$ cat config.mk
export PLATFORM = sky130hd
export DESIGN_NAME = kms_key_scan
export DESIGN_NICKNAME = d
export VERILOG_FILES = /design/src/core/kms_key_scan.v
export VERILOG_INCLUDE_DIRS = /design/src /design/src/include
export SDC_FILE = /design/constraint.sdc
export NUM_CORES = 1
export LEC_CHECK = 0
export ABC_AREA = 1
export BUFFER_PORTS_ARGS = -buffer_cell sky130_fd_sc_hd__buf_2
export CAP_MARGIN = 25
export CORE_MARGIN = 2
export CORE_UTILIZATION = 50
export DETAILED_ROUTE_END_ITERATION = 7
export PLACE_DENSITY = 0.75
export RECOVER_POWER = 25
export SLEW_MARGIN = 20
export SYNTH_ARGS = -nofsm -noshare
export SYNTH_HDL_FRONTEND = slang
export SYNTH_SLANG_ARGS = --single-unit
$ cat constraint.sdc
create_clock -name clk_sys_in -period 7.6 [get_ports clk_sys_in]
set_input_delay 1.52 -clock clk_sys_in [delete_from_list [all_inputs] [get_ports clk_sys_in]]
set_output_delay 1.52 -clock clk_sys_in [all_outputs]
set_load 0.03 [all_outputs]
$ cat src/include/kms_regs.vh
// Register addresses, field positions, reset values and timing constants of the key scan controller
`ifndef KMS_REGS_VH
`define KMS_REGS_VH
`define KMS_ADDR_KEY_PORT 7'h73
`define KMS_ADDR_SCAN_DATA 7'h42
`define KMS_ADDR_MODE 7'h40
`define KMS_ADDR_PORT_SEL 7'h41
`define KMS_ADDR_JUDGE 7'h16
`define KMS_BIT_DISP_ON 0
`define KMS_BIT_SCAN_EN 1
`define KMS_BIT_PORT_SEL 0
`define KMS_BIT_SCAN_DONE 0
`define KMS_RST_SCAN_DATA 16'h0000
`define KMS_RST_KEYS 4'h0
`define KMS_RST_MODE 2'h0
`define KMS_CLK_HZ 20000000
`define KMS_SLOT_US 220
`define KMS_FRAME_MS 4
`define KMS_SLOT_CYC ((`KMS_SLOT_US * (`KMS_CLK_HZ / 1000000)))
`define KMS_FRAME_CYC ((`KMS_FRAME_MS * (`KMS_CLK_HZ / 1000)))
`endif

$ cat src/core/kms_key_scan.v
// Key matrix scan controller sharing sixteen segment pins with scan drive
//
// Contract
// - Power-on reset or clock stop: segment mode, all pins and backplanes low.
// - CE reset and halt: segments keep waveforms, port pins hold, backplanes run.
// - Sixteen drive pins crossed with four return inputs scan up to 64 keys.
// - Scan drive and segment levels use separate time slots, never mixed.
// - Scan data register loads from CPU data and drives pins in scan slots.
// - In port mode the scan data register supplies static pin values.
// - Display off suppresses scan drive and drives segment pins low.
// - Mode register holds separate display-on and scan-enable controls.
// - Port select chooses segment output or general-purpose port output.
// - Scan drive appears only while pins are in segment mode.
// - Return inputs are sampled only during scan slots.
// - While scanning, return pins act as key inputs, not analog inputs.
// - Sampled keys are readable at data address 73H, bank 0.
// - Scan slot lasts 220 us every 4 ms, drive follows loaded bits.
// - Scan complete flag sets after full slot, clears on data write or read.
// - Port select one makes pins ports, port output has precedence.
// - Scan output needs port select zero, display on and scan enable one.
`timescale 1ns/1ns
`include "kms_regs.vh"
module kms_key_scan #(
    parameter SLOT_CYC = `KMS_SLOT_CYC,
    parameter FRAME_CYC = `KMS_FRAME_CYC
) (
    input wire clk_sys_in,
    input wire resetn_in,
    input wire clock_stop_in,
    input wire hold_in,
    input wire wr_en_in,
    input wire rd_en_in,
    input wire [6:0] addr_in,
    input wire [15:0] wr_data_in,
    input wire [15:0] seg_data_in,
    input wire [13:0] seg_extra_in,
    input wire backplane_wave_1_in,
    input wire backplane_wave_0_in,
    input wire [3:0] key_return_in,
    output reg [15:0] rd_data_out,
    output reg [15:0] shared_output_port_out,
    output reg [13:0] seg_extra_out,
    output reg backplane_out_1_out,
    output reg backplane_out_0_out,
    output reg key_pulldown_out,
    output reg adc_path_en_out
);
    // ==========================================================
    // Reset release
    reg rst_s1_q;
    reg rst_s2_q;
    always @(posedge clk_sys_in or negedge resetn_in) begin
        if (!resetn_in) begin
            rst_s1_q <= 1'b0;
            rst_s2_q <= 1'b0;
        end else begin
            rst_s1_q <= 1'b1;
            rst_s2_q <= rst_s1_q;
        end
    end
    wire rst_n = rst_s2_q;

    // ==========================================================
    // Pin synchronisers, a change counts once stages two and three agree
    reg [3:0] key_s1_q;
    reg [3:0] key_s2_q;
    reg [3:0] key_s3_q;
    reg [3:0] key_stable_q;
    always @(posedge clk_sys_in or negedge rst_n) begin
        if (!rst_n) begin
            key_s1_q <= `KMS_RST_KEYS;
            key_s2_q <= `KMS_RST_KEYS;
            key_s3_q <= `KMS_RST_KEYS;
            key_stable_q <= `KMS_RST_KEYS;
        end else begin
            key_s1_q <= key_return_in;
            key_s2_q <= key_s1_q;
            key_s3_q <= key_s2_q;
            if (key_s2_q == key_s3_q) begin
                key_stable_q <= key_s3_q;
            end
        end
    end

    // ==========================================================
    // Registers
    reg [15:0] scan_drive_data_reg_q;
    reg [1:0] display_mode_reg_q;
    reg port_select_flag_q;
    reg scan_complete_flag_q;
    reg [3:0] key_input_sample_port_q;
    wire display_on_flag = display_mode_reg_q[`KMS_BIT_DISP_ON];
    wire scan_enable_flag = display_mode_reg_q[`KMS_BIT_SCAN_EN];

    function hit;
        input [6:0] a;
        input [6:0] target;
        begin
            hit = (a == target);
        end
    endfunction

    // A halted CPU issues no writes; a stray strobe must not move held port pins
    wire wr_ok = wr_en_in && !hold_in;
    wire wr_scan = wr_ok && hit(addr_in, `KMS_ADDR_SCAN_DATA);
    wire rd_judge = rd_en_in && hit(addr_in, `KMS_ADDR_JUDGE);
    // Scan output only in segment mode with display and scan both on
    wire scan_allowed = !port_select_flag_q && display_on_flag && scan_enable_flag;

    // ==========================================================
    // Slot and frame timing
    reg [31:0] frame_cnt_q;
    wire frame_wrap = (frame_cnt_q == FRAME_CYC - 1);
    wire in_slot = scan_allowed && (frame_cnt_q < SLOT_CYC);
    wire slot_end = scan_allowed && (frame_cnt_q == SLOT_CYC - 1);
    always @(posedge clk_sys_in or negedge rst_n) begin
        if (!rst_n) begin
            frame_cnt_q <= 32'h0;
        end else if (clock_stop_in || !scan_allowed) begin
            frame_cnt_q <= 32'h0;
        end else if (frame_wrap) begin
            frame_cnt_q <= 32'h0;
        end else begin
            frame_cnt_q <= frame_cnt_q + 32'h1;
        end
    end

    // ==========================================================
    // Register writes and flags; hold blocks writes, but clock stop still resets mode and port select
    always @(posedge clk_sys_in or negedge rst_n) begin
        if (!rst_n) begin
            scan_drive_data_reg_q <= `KMS_RST_SCAN_DATA;
            display_mode_reg_q <= `KMS_RST_MODE;
            port_select_flag_q <= 1'b0;
            scan_complete_flag_q <= 1'b0;
            key_input_sample_port_q <= `KMS_RST_KEYS;
        end else if (clock_stop_in) begin
            display_mode_reg_q <= `KMS_RST_MODE;
            port_select_flag_q <= 1'b0;
            scan_complete_flag_q <= 1'b0;
        end else begin
            if (wr_scan) begin
                scan_drive_data_reg_q <= wr_data_in;
            end
            if (wr_ok && hit(addr_in, `KMS_ADDR_MODE)) begin
                display_mode_reg_q <= wr_data_in[1:0];
            end
            if (wr_ok && hit(addr_in, `KMS_ADDR_PORT_SEL)) begin
                port_select_flag_q <= wr_data_in[`KMS_BIT_PORT_SEL];
            end
            // Set wins over a clear in the same cycle so a slot end is not lost
            if (slot_end) begin
                scan_complete_flag_q <= 1'b1;
            end else if (wr_scan || rd_judge) begin
                scan_complete_flag_q <= 1'b0;
            end
            if (slot_end) begin
                key_input_sample_port_q <= key_stable_q;
            end
        end
    end

    // ==========================================================
    // Read port
    always @(posedge clk_sys_in or negedge rst_n) begin
        if (!rst_n) begin
            rd_data_out <= 16'h0000;
        end else if (rd_en_in) begin
            if (hit(addr_in, `KMS_ADDR_KEY_PORT)) begin
                rd_data_out <= {12'h000, key_input_sample_port_q};
            end else if (rd_judge) begin
                rd_data_out <= {15'h0000, scan_complete_flag_q};
            end else if (hit(addr_in, `KMS_ADDR_SCAN_DATA)) begin
                rd_data_out <= scan_drive_data_reg_q;
            end else if (hit(addr_in, `KMS_ADDR_MODE)) begin
                rd_data_out <= {14'h0000, display_mode_reg_q};
            end else if (hit(addr_in, `KMS_ADDR_PORT_SEL)) begin
                rd_data_out <= {15'h0000, port_select_flag_q};
            end else begin
                rd_data_out <= 16'h0000;
            end
        end
    end

    // ==========================================================
    // Pin drive; port takes precedence, then display off, then slot
    always @(posedge clk_sys_in or negedge rst_n) begin
        if (!rst_n) begin
            shared_output_port_out <= 16'h0000;
            seg_extra_out <= 14'h0000;
            backplane_out_1_out <= 1'b0;
            backplane_out_0_out <= 1'b0;
            key_pulldown_out <= 1'b0;
            adc_path_en_out <= 1'b1;
        end else if (clock_stop_in) begin
            shared_output_port_out <= 16'h0000;
            seg_extra_out <= 14'h0000;
            backplane_out_1_out <= 1'b0;
            backplane_out_0_out <= 1'b0;
            key_pulldown_out <= 1'b0;
            adc_path_en_out <= 1'b1;
        end else begin
            // Hold freezes nothing here: segments and backplanes keep running
            backplane_out_1_out <= display_on_flag && backplane_wave_1_in;
            backplane_out_0_out <= display_on_flag && backplane_wave_0_in;
            key_pulldown_out <= in_slot;
            adc_path_en_out <= !scan_allowed;
            if (port_select_flag_q) begin
                shared_output_port_out <= scan_drive_data_reg_q;
            end else if (!display_on_flag) begin
                shared_output_port_out <= 16'h0000;
            end else if (in_slot) begin
                shared_output_port_out <= scan_drive_data_reg_q;
            end else begin
                shared_output_port_out <= seg_data_in;
            end
            if (!display_on_flag || in_slot) begin
                seg_extra_out <= 14'h0000;
            end else begin
                seg_extra_out <= seg_extra_in;
            end
        end
    end
endmodule

# Yosys cells after proc, flatten, opt, wreduce, memory -nomap -nowiden
# Cells that the tools add are included.
[classes]
addsub = 1
n_lt_le_gt_ge = 1
n_eq_ne = 8
mux = 24
bitwise = 1
reduce_logical = 23
[ops]
columns = ["operator", "n"]
rows = [
  ["16-bit two-way mux", 7],
  ["32-bit two-way mux", 2],
  ["32-bit by 1-bit adder with 32-bit output, second input constant", 1],
  ["32-bit by 13-bit equality test with 1-bit output, second input constant", 1],
  ["32-bit by 17-bit equality test with 1-bit output, second input constant", 1],
  ["32-bit by 13-bit less-than comparator with 1-bit output, second input constant", 1],
  ["7-bit equality test, second input constant", 4],
  ["14-bit two-way mux", 2],
  ["1-bit logical AND", 11],
  ["1-bit two-way mux", 10],
  ["7-bit by 5-bit equality test with 1-bit output, second input constant", 1],
  ["2-bit two-way mux", 3],
  ["4-bit equality test", 1],
  ["1-bit logical NOT", 4],
  ["2-bit AND reduction", 2],
  ["2-bit nonzero test", 2],
  ["1-bit logical OR", 3],
  ["3-bit nonzero test", 1],
  ["1-bit NOT", 1],
]
[totals]
reg_bits = 124
in_bits = 65
out_inout_bits = 50
word_cells = 77

# Depth between registers and ports, before layout
# Gate-level depths: netlist of the first run.
[logic_depth]
ltp_word = 8
ltp_mapped = 10
mapped_depth_nobuf = 9

# Least setup slack after synthesis of the first run
# OpenSTA, ideal clock, no wires.
[synth_path]
kind = "in2reg"
start = "input clock_stop_in"
end = "register key_input_sample_port_q[0]"
setup_time_ps = 117
arrival_ps = 2569
required_time_ps = 7483
setup_slack_ps = 4915
cell_stages = 9
path_buffers = 1
cell_sequence = "buf_2 inv_2 nand2_2 nor2_4 nand2_2 nor3_4 nand2_1 nand2_1 nand2_1"
[synth_between]
elab_chain_len = 2
[synth_rtl]
columns = ["item", "line", "source"]
rows = [
  ["from (decl)", "kms_key_scan.v:29", "input wire clock_stop_in,"],
  ["1-bit NOT (no line)", "n/a", ""],
  ["2-bit AND reduction (no line)", "n/a", ""],
  ["to (signal assigned)", "kms_key_scan.v:136", "key_input_sample_port_q <= `KMS_RST_KEYS;"],
  ["to (signal assigned)", "kms_key_scan.v:158", "key_input_sample_port_q <= key_stable_q;"],
  ["to (decl)", "kms_key_scan.v:91", "reg [3:0] key_input_sample_port_q;"],
]
# Every way passes these cells.
# A chain may end at the register's enable or synchronous reset.

# Final worst setup path of the first run
[layout_path]
start = "input clock_stop_in"
end = "register key_input_sample_port_q[2]"
# Same word-level chain as after synthesis.

==> key figures, run 1 <==
Clock network
  – Hold_buf cts: 0
  – Reg clk slew, reported paths: about 50 ps
  – CTS root buffer: clkbuf_16
  – CTS Buffer Depth: 2
  – Resize count post-CTS: 0
  – CTS Buf Count: 17
  – Clock latency on the worst-skew pair: 410 ps
  – Clock sinks: 124
  – Setup bufs post-CTS: 0
  – H-tree depth: 4
  – CTS tree: done

Drt
  – Residual DRC: 0
  – Antenna-violating nets left: 0
  – Post-Route WL: 13700 um
  – Via/cell ratio: around 5.1
  – Drt first-iter violations: between 300 and 400
  – Via count: about 4800
  – Pre-Repair DR Iteration Count: 5
  – Wirelength per Cell: between 10 and 15 um

Timing
  – Slew headroom: -0.506
  – Slew @ Worst Pin: 2260 ps
  – Final setup violation count: 0
  – Fin. Hold Viols: 0
  – Minimum clock period: around 3200 ps
  – Final worst path period share: 0.426
  – Crit path setup slack, layout: between 4000 and 5000 ps
  – Clk_skew: roughly 13 ps
  – Max Freq: 309 MHz
  – RSZ-0062 raised after global routing: false
  – Setup TNS Final: 0 ps
  – Final Slew Violations: 60

Floorplan
  – Die X: about 110 um
  – # rows: 38
  – Full die area: approximately 0.012 mm2
  – Initial Util: 0.518
  – Boundary Pins: around 120
  – Die height: ~110 um
  – Core footprint: roughly 0.011 mm2

Global route
  – First-pass GRT wire length: approximately 23000 um
  – GRT overflow: 0
  – Antenna violations before repair: 0
  – GRT Resource Usage Total: 0.230
  – Grt met1 use: 0.303
  – Largest net degree at the start of global routing: 65
  – Gr busiest metal: met2
  – Vias in the first global route: between 4000 and 5000
  – Met2 Track Usage GR: 0.376
  – Met3 usage: 0.0543

Cells and area
  – P&R area growth vs syn: 22.3%
  – Commonest cells after routing, fill and taps aside: 152 x nand2_1, 123 x dfrtp_1, 113 x buf_2, 108 x nor2_1, 72 x inv_1
  – Layout Cells excl Fill: 941
  – Fraction of layout cells with a size suffix above 1: 0.203
  – N_diodes: 0
  – Final nets: 854
  – Filler instances: ~960
  – Commonest non-fill, non-tap cell in the layout: nand2_1

Pwr
  – Leakage power: between 3 and 4 nW
  – Clock power frac: 0.512
  – Flop pwr share: 0.451
  – Switching Share: 0.215
  – Worst VDD drop: around 0.15 mV
  – Power per cell area: 221 mW/mm2
  – Psw: 0.330 mW
  – Logic pwr share: 0.037
  – Internal power: about 1.2 mW

Setup path
  – Critical path endpoint category: register
  – Crit Path Class: in -> reg
  – Worst EP arrival: roughly 3500 ps
  – Most common cell on crit path: nand2_1
  – Startpoint types: input pin
  – Crit path required time: 7890 ps
  – R2R setup slack: 4830 ps
  – Crit-path cells: buf_2 > inv_2 > nand2_2 > nor2_4 > nand2_2 > nor3_4 > nand2_1 > nand2_1 > nand2_1
  – Slowest stage delay, CP: 420 ps
  – CP max-delay cell: nand2_2
  – Crit-path max FO: 24

Placement
  – RePlAce Congestion: 0.883
  – Placed cells: between 900 and 1000
  – IO Port Bufs: 114
  – HPWL Detailed: 9740 um
  – Place WS: 3940 ps

Synth
  – Seq/Total Area, Yosys: 0.548
  – Cell variety after synth: 34
  – Seq cells post-synth: around 120
  – Mean Syn Cell Area: ~8.5 um2
  – Synth Warn #: 0
  – Post-Syn Area: approximately 0.0057 mm2
  – Syn nets: 734
  – Syn Inst Count: about 670

Min path
  – Worst hold path type: reg -> reg

Status
  – Run status: finished with violations
  – Failing checks: capacitance limit, slew limit

Job
  – Max-cap violations: 1
## stage by stage
stage,total power [mW],util,area (um2),hold slack [ps]
2_1_floorplan,0.730,-,5670,331
3_3_place_gp,0.758,0.581,6350,335
3_5_place_dp,0.760,0.581,6350,335
4_1_cts,1.54,0.634,6930,347
5_1_grt,1.58,0.634,6930,350
6_report,1.53,0.634,6930,345
## cell usage after synthesis
library cell / count / area share
inv_1: 72 / 0.048
nor3_1: 20 / 0.018
nor2_2: 2 / 0.0022
buf_1: 2 / 0.0013
nand4_4: 1 / 0.0038
buf_2: 2 / 0.0018
nand4_1: 6 / 0.0066
o21ai_0: 24 / 0.021
xnor2_1: 9 / 0.014
nor3_4: 1 / 0.0029
buf_4: 1 / 0.0013
nor3b_1: 15 / 0.020
dfrtp_1: 123 / 0.54
o31ai_1: 1 / 0.0013
o211ai_1: 2 / 0.0026
buf_6: 2 / 0.0040
nor2_8: 1 / 0.0035
nand3_1: 52 / 0.046
a21o_1: 1 / 0.0013
nor2_1: 108 / 0.072
ha_1: 1 / 0.0022
a21oi_1: 28 / 0.025
nand2_2: 4 / 0.0044
mux2_2: 4 / 0.0079
conb_1: 1 / 0.00066
xor2_1: 17 / 0.026
o21ai_1: 1 / 0.00088
inv_2: 3 / 0.0020
nand2_1: 152 / 0.10
nor2_4: 2 / 0.0040
clkbuf_1: 7 / 0.0046
nor4_1: 1 / 0.0011
nand2_4: 1 / 0.0020
dfstp_2: 1 / 0.0046
## sequential cells by signal, indices dropped and copies added, names as in the netlist
register / flops
key_input_sample_port_q: 4
key_s1_q: 4
port_select_flag_q: 1
key_s2_q: 4
display_mode_reg_q: 2
rd_data_out: 16
shared_output_port_out: 16
seg_extra_out: 14
frame_cnt_q: 32
backplane_out_0_out: 1
rst_n: 1
key_stable_q: 4
scan_complete_flag_q: 1
key_s3_q: 4
adc_path_en_out: 1
backplane_out_1_out: 1
scan_drive_data_reg_q: 16
key_pulldown_out: 1
rst_s1_q: 1
## cells by family (layout without fill, tap and decap cells)
| logic type | after synthesis | in the layout | share of synthesized area |
|---|---|---|---|
| AOI/OAI and AO/OA | 57 | 57 | 0.0521 |
| other | 1 | 1 | 0.000662 |
| DFF | 124 | 124 | 0.548 |
| muxes | 4 | 4 | 0.00795 |
| xor gates and xnor gates | 26 | 26 | 0.0402 |
| and+or+nand+nor | 366 | 366 | 0.286 |
| adders and majority gates | 1 | 1 | 0.00221 |
| buffers and inverters | 89 | 222 | 0.0627 |
## layout make-up
| type | instances | area (um2) | area share |
|---|---|---|---|
| clock buffer | 23 | 468 | 0.0675 |
| sequential | 124 | 3100 | 0.448 |
| timing repair buffer | 115 | 577 | 0.0832 |
| tap | 140 | 175 | 0.0253 |
| inverter | 75 | 282 | 0.0406 |
| clock inverter | 9 | 114 | 0.0164 |
| multi-input combinational | 455 | 2210 | 0.319 |
## power by group through the flow
| stage | Sequential (mW) | Clock, mW | Combinational [mW] |
|---|---|---|---|
| 6_report | 0.691 | 0.785 | 0.0571 |
| 5_1_grt | 0.694 | 0.826 | 0.0641 |
| 4_1_cts | 0.692 | 0.791 | 0.0577 |
| 3_5_place_dp | 0.703 | 0 | 0.0568 |
| 3_3_place_gp | 0.702 | 0 | 0.0553 |
| 2_1_floorplan | 0.706 | 0 | 0.0242 |
## path summary, 6_finish.rpt
kind / startpoint / to / cells past startpoint
worst max-delay path: clock_stop_in / key_input_sample_port_q[2] / 9
worst min-delay path: key_s1_q[0] / key_s2_q[0] / 0
worst max register to register: rst_n / key_s3_q[0] / 1
worst min register to register: key_s1_q[0] / key_s2_q[0] / 0
max in group asynchronous: rst_n / key_s3_q[0] / 1
min in group asynchronous: resetn_in / rst_s1_q / 1
## critical path: cells and delay by family
kind	cells	cell delay (ps)
buffers and inverters	2	290
AND/OR/NAND/NOR	7	1710
## routing by layer
metal  wire (um)  share of wire
met5           0              0
met4         192          0.014
met3         800          0.059
met1        5940           0.43
met2        6740           0.49
Note: power is estimated with default switching activity, not from simulation.
==> run 2: changes to the inputs <==
PLACE_DENSITY = 0.78   (was 0.75)
clock period = 2.7 ns   (was 7.6 ns; I/O delays follow)
==> run 2 against run 1 <==
The flow now finishes without violations. Clock-buffer cell count up 1. Sequential share of layout area decreased by 0.28 points. Via count rose by 1.3%. Clock power increased to 2.8 times the previous value. Global-route usage grew 1.1 points. Non-clock buffer count grew 7. Critical path type is now reg -> reg. Critical endpoint is now seg_extra_out[2]. Largest power group unchanged.
==> key figures, run 2 (synthesis results as in run 1) <==
Status
  – Run status: finished clean

Setup path
  – Reg-to-reg endpoint: seg_extra_out[2]
  – Worst EP arrival: approximately 2300 ps
  – R2R setup slack: approximately 750 ps
  – Worst reg2reg path depth: 7
  – Startpoint types: register
  – Reg2Reg Launch Point: frame_cnt_q[9]
  – Critical path endpoint category: register
  – Crit-path max FO: 25
  – Crit path required time: 2990 ps
  – Crit Path Class: reg -> reg

Min path
  – Hold endpoint: key_s1_q[0]
  – Worst hold path type: in -> reg
  – Worst hold stages: 1
  – Beginning of the worst hold path: key_return_in[0]

Timing
  – Slew @ Worst Pin: ~650 ps
  – Clk_skew: approximately 7.7 ps
  – Final Slew Violations: 0
  – Slew headroom: 0.560
  – Fin. Hold Viols: 0
  – Minimum clock period: between 1500 and 2000 ps
  – Final setup violation count: 0
  – Final worst path period share: 0.724
  – Setup TNS Final: 0 ps
  – Hold_ws: around 230 ps
  – RSZ-0062 raised after global routing: false
  – Max Freq: between 500 and 600 MHz

Pwr
  – Worst VDD drop: about 0.39 mV
  – Final total power: between 4 and 5 mW
  – Power per cell area: a little over 600 mW/mm2
  – Leakage power: about 3.5 nW

Floorplan
  – Die X: approximately 110 um
  – # rows: 38
  – Boundary Pins: 115
  – Full die area: 0.0122 mm2
  – Initial Util: 0.518
  – Core footprint: about 0.011 mm2
  – Die height: approximately 110 um

Cells and area
  – Max FFs per register: 32
  – N_diodes: 0
  – Design area: about 0.0070 mm2
  – Post-layout util: 0.638
  – Reg with most FFs: frame_cnt_q
  – Commonest non-fill, non-tap cell in the layout: nand2_1
  – Fraction of layout cells with a size suffix above 1: 0.206
  – Filler instances: 900
  – Final nets: approximately 860
  – P&R area growth vs syn: 23.1%
  – Commonest cells after routing, fill and taps aside: 152 x nand2_1, 123 x dfrtp_1, 113 x buf_2, 108 x nor2_1, 72 x inv_1

Drt
  – Wirelength per Cell: between 10 and 15 um
  – Drt first-iter violations: approximately 560
  – Residual DRC: 0
  – Via/cell ratio: between 5 and 6
  – Via count: around 4900
  – Post-Route WL: around 14000 um
  – Antenna-violating nets left: 0
  – Pre-Repair DR Iteration Count: 7

Global route
  – Largest net degree at the start of global routing: 72
  – Vias in the first global route: 4908
  – GRT overflow: 0
  – GRT Resource Usage Total: 0.241
  – First-pass GRT wire length: between 20000 and 25000 um
  – Antenna violations before repair: 0

Placement
  – RePlAce Congestion: around 0.94
  – Placed instance area: about 0.0064 mm2
  – HPWL Detailed: around 10000 um
  – IO Port Bufs: between 100 and 150

Clock network
  – CTS tree: done
  – Reg clk slew, reported paths: about 50 ps
  – Clock sinks: around 120
  – H-tree depth: 4
  – CTS Buf Count: 17
  – CTS root buffer: clkbuf_16
  – Resize count post-CTS: 0
  – CTS Buffer Depth: 2
  – Clock latency on the worst-skew pair: 410 ps

Job
  – Max-cap violations: 0
run 2: per-stage QoR:
stage / worst slack (ps) / cells
floorplan: 634 / 668
global placement: 701 / 915
detailed placement: 620 / 915
CTS: 744 / 947
global route: 536 / 947
finish: 745 / 947
run 2: routing by layer:
layer / vias up / GRT usage / part of all wire
li1: 2370 / - / -
met3: 37 / 0.0516 / 0.071
met1: 2264 / 0.320 / 0.43
met4: 0 / 0.103 / 0.024
met5: - / 0 / 0
met2: 214 / 0.386 / 0.48
run 2: power breakdown:
group	leakage (nW)	internal [mW]	switching, mW
Sequential	1.62	1.91	0.0288
Combinational	1.60	0.0777	0.0985
Clock	0.274	1.40	0.776
Total	3.49	3.38	0.904
run 2: final cells by class:
| cell class | instances | area, um2 | area share |
|---|---|---|---|
| Clock buffer | 24 | 472 | 0.0676 |
| Clock inverter | 7 | 91.3 | 0.0131 |
| Inverter | 75 | 282 | 0.0404 |
| Multi-Input combinational cell | 455 | 2210 | 0.316 |
| Sequential cell | 124 | 3100 | 0.445 |
| Tap cell | 140 | 175 | 0.0251 |
| Timing Repair Buffer | 122 | 644 | 0.0924 |
run 2: worst max-delay path by stage:
stage / from / end / slack [ps] / cells past startpoint
detailed placement: clock_stop_in / key_input_sample_port_q[1] / 620 / 9
floorplan: rst_n / backplane_out_0_out / 630 / 0
finish: frame_cnt_q[9] / seg_extra_out[2] / 750 / 7
CTS: frame_cnt_q[9] / seg_extra_out[2] / 740 / 7
global placement: clock_stop_in / key_input_sample_port_q[1] / 700 / 9
global route: frame_cnt_q[9] / seg_extra_out[0] / 540 / 7
run 2: what timing repair did:
| action | CTS | global route |
|---|---|---|
| buffers inserted | 0 | 0 |
| hold endpoints to repair | 2 | 0 |
| hold buffers | 1 | 0 |
| setup endpoints to repair | 0 | 0 |
run 2: critical path, stage by stage, from the launching register on:
cell,delay [ps]
dfrtp_1,380
inv_1,230
nand3_1,140
inv_1,120
nand4_4,200
nand2_4,300
inv_2,170
nor3b_1,280
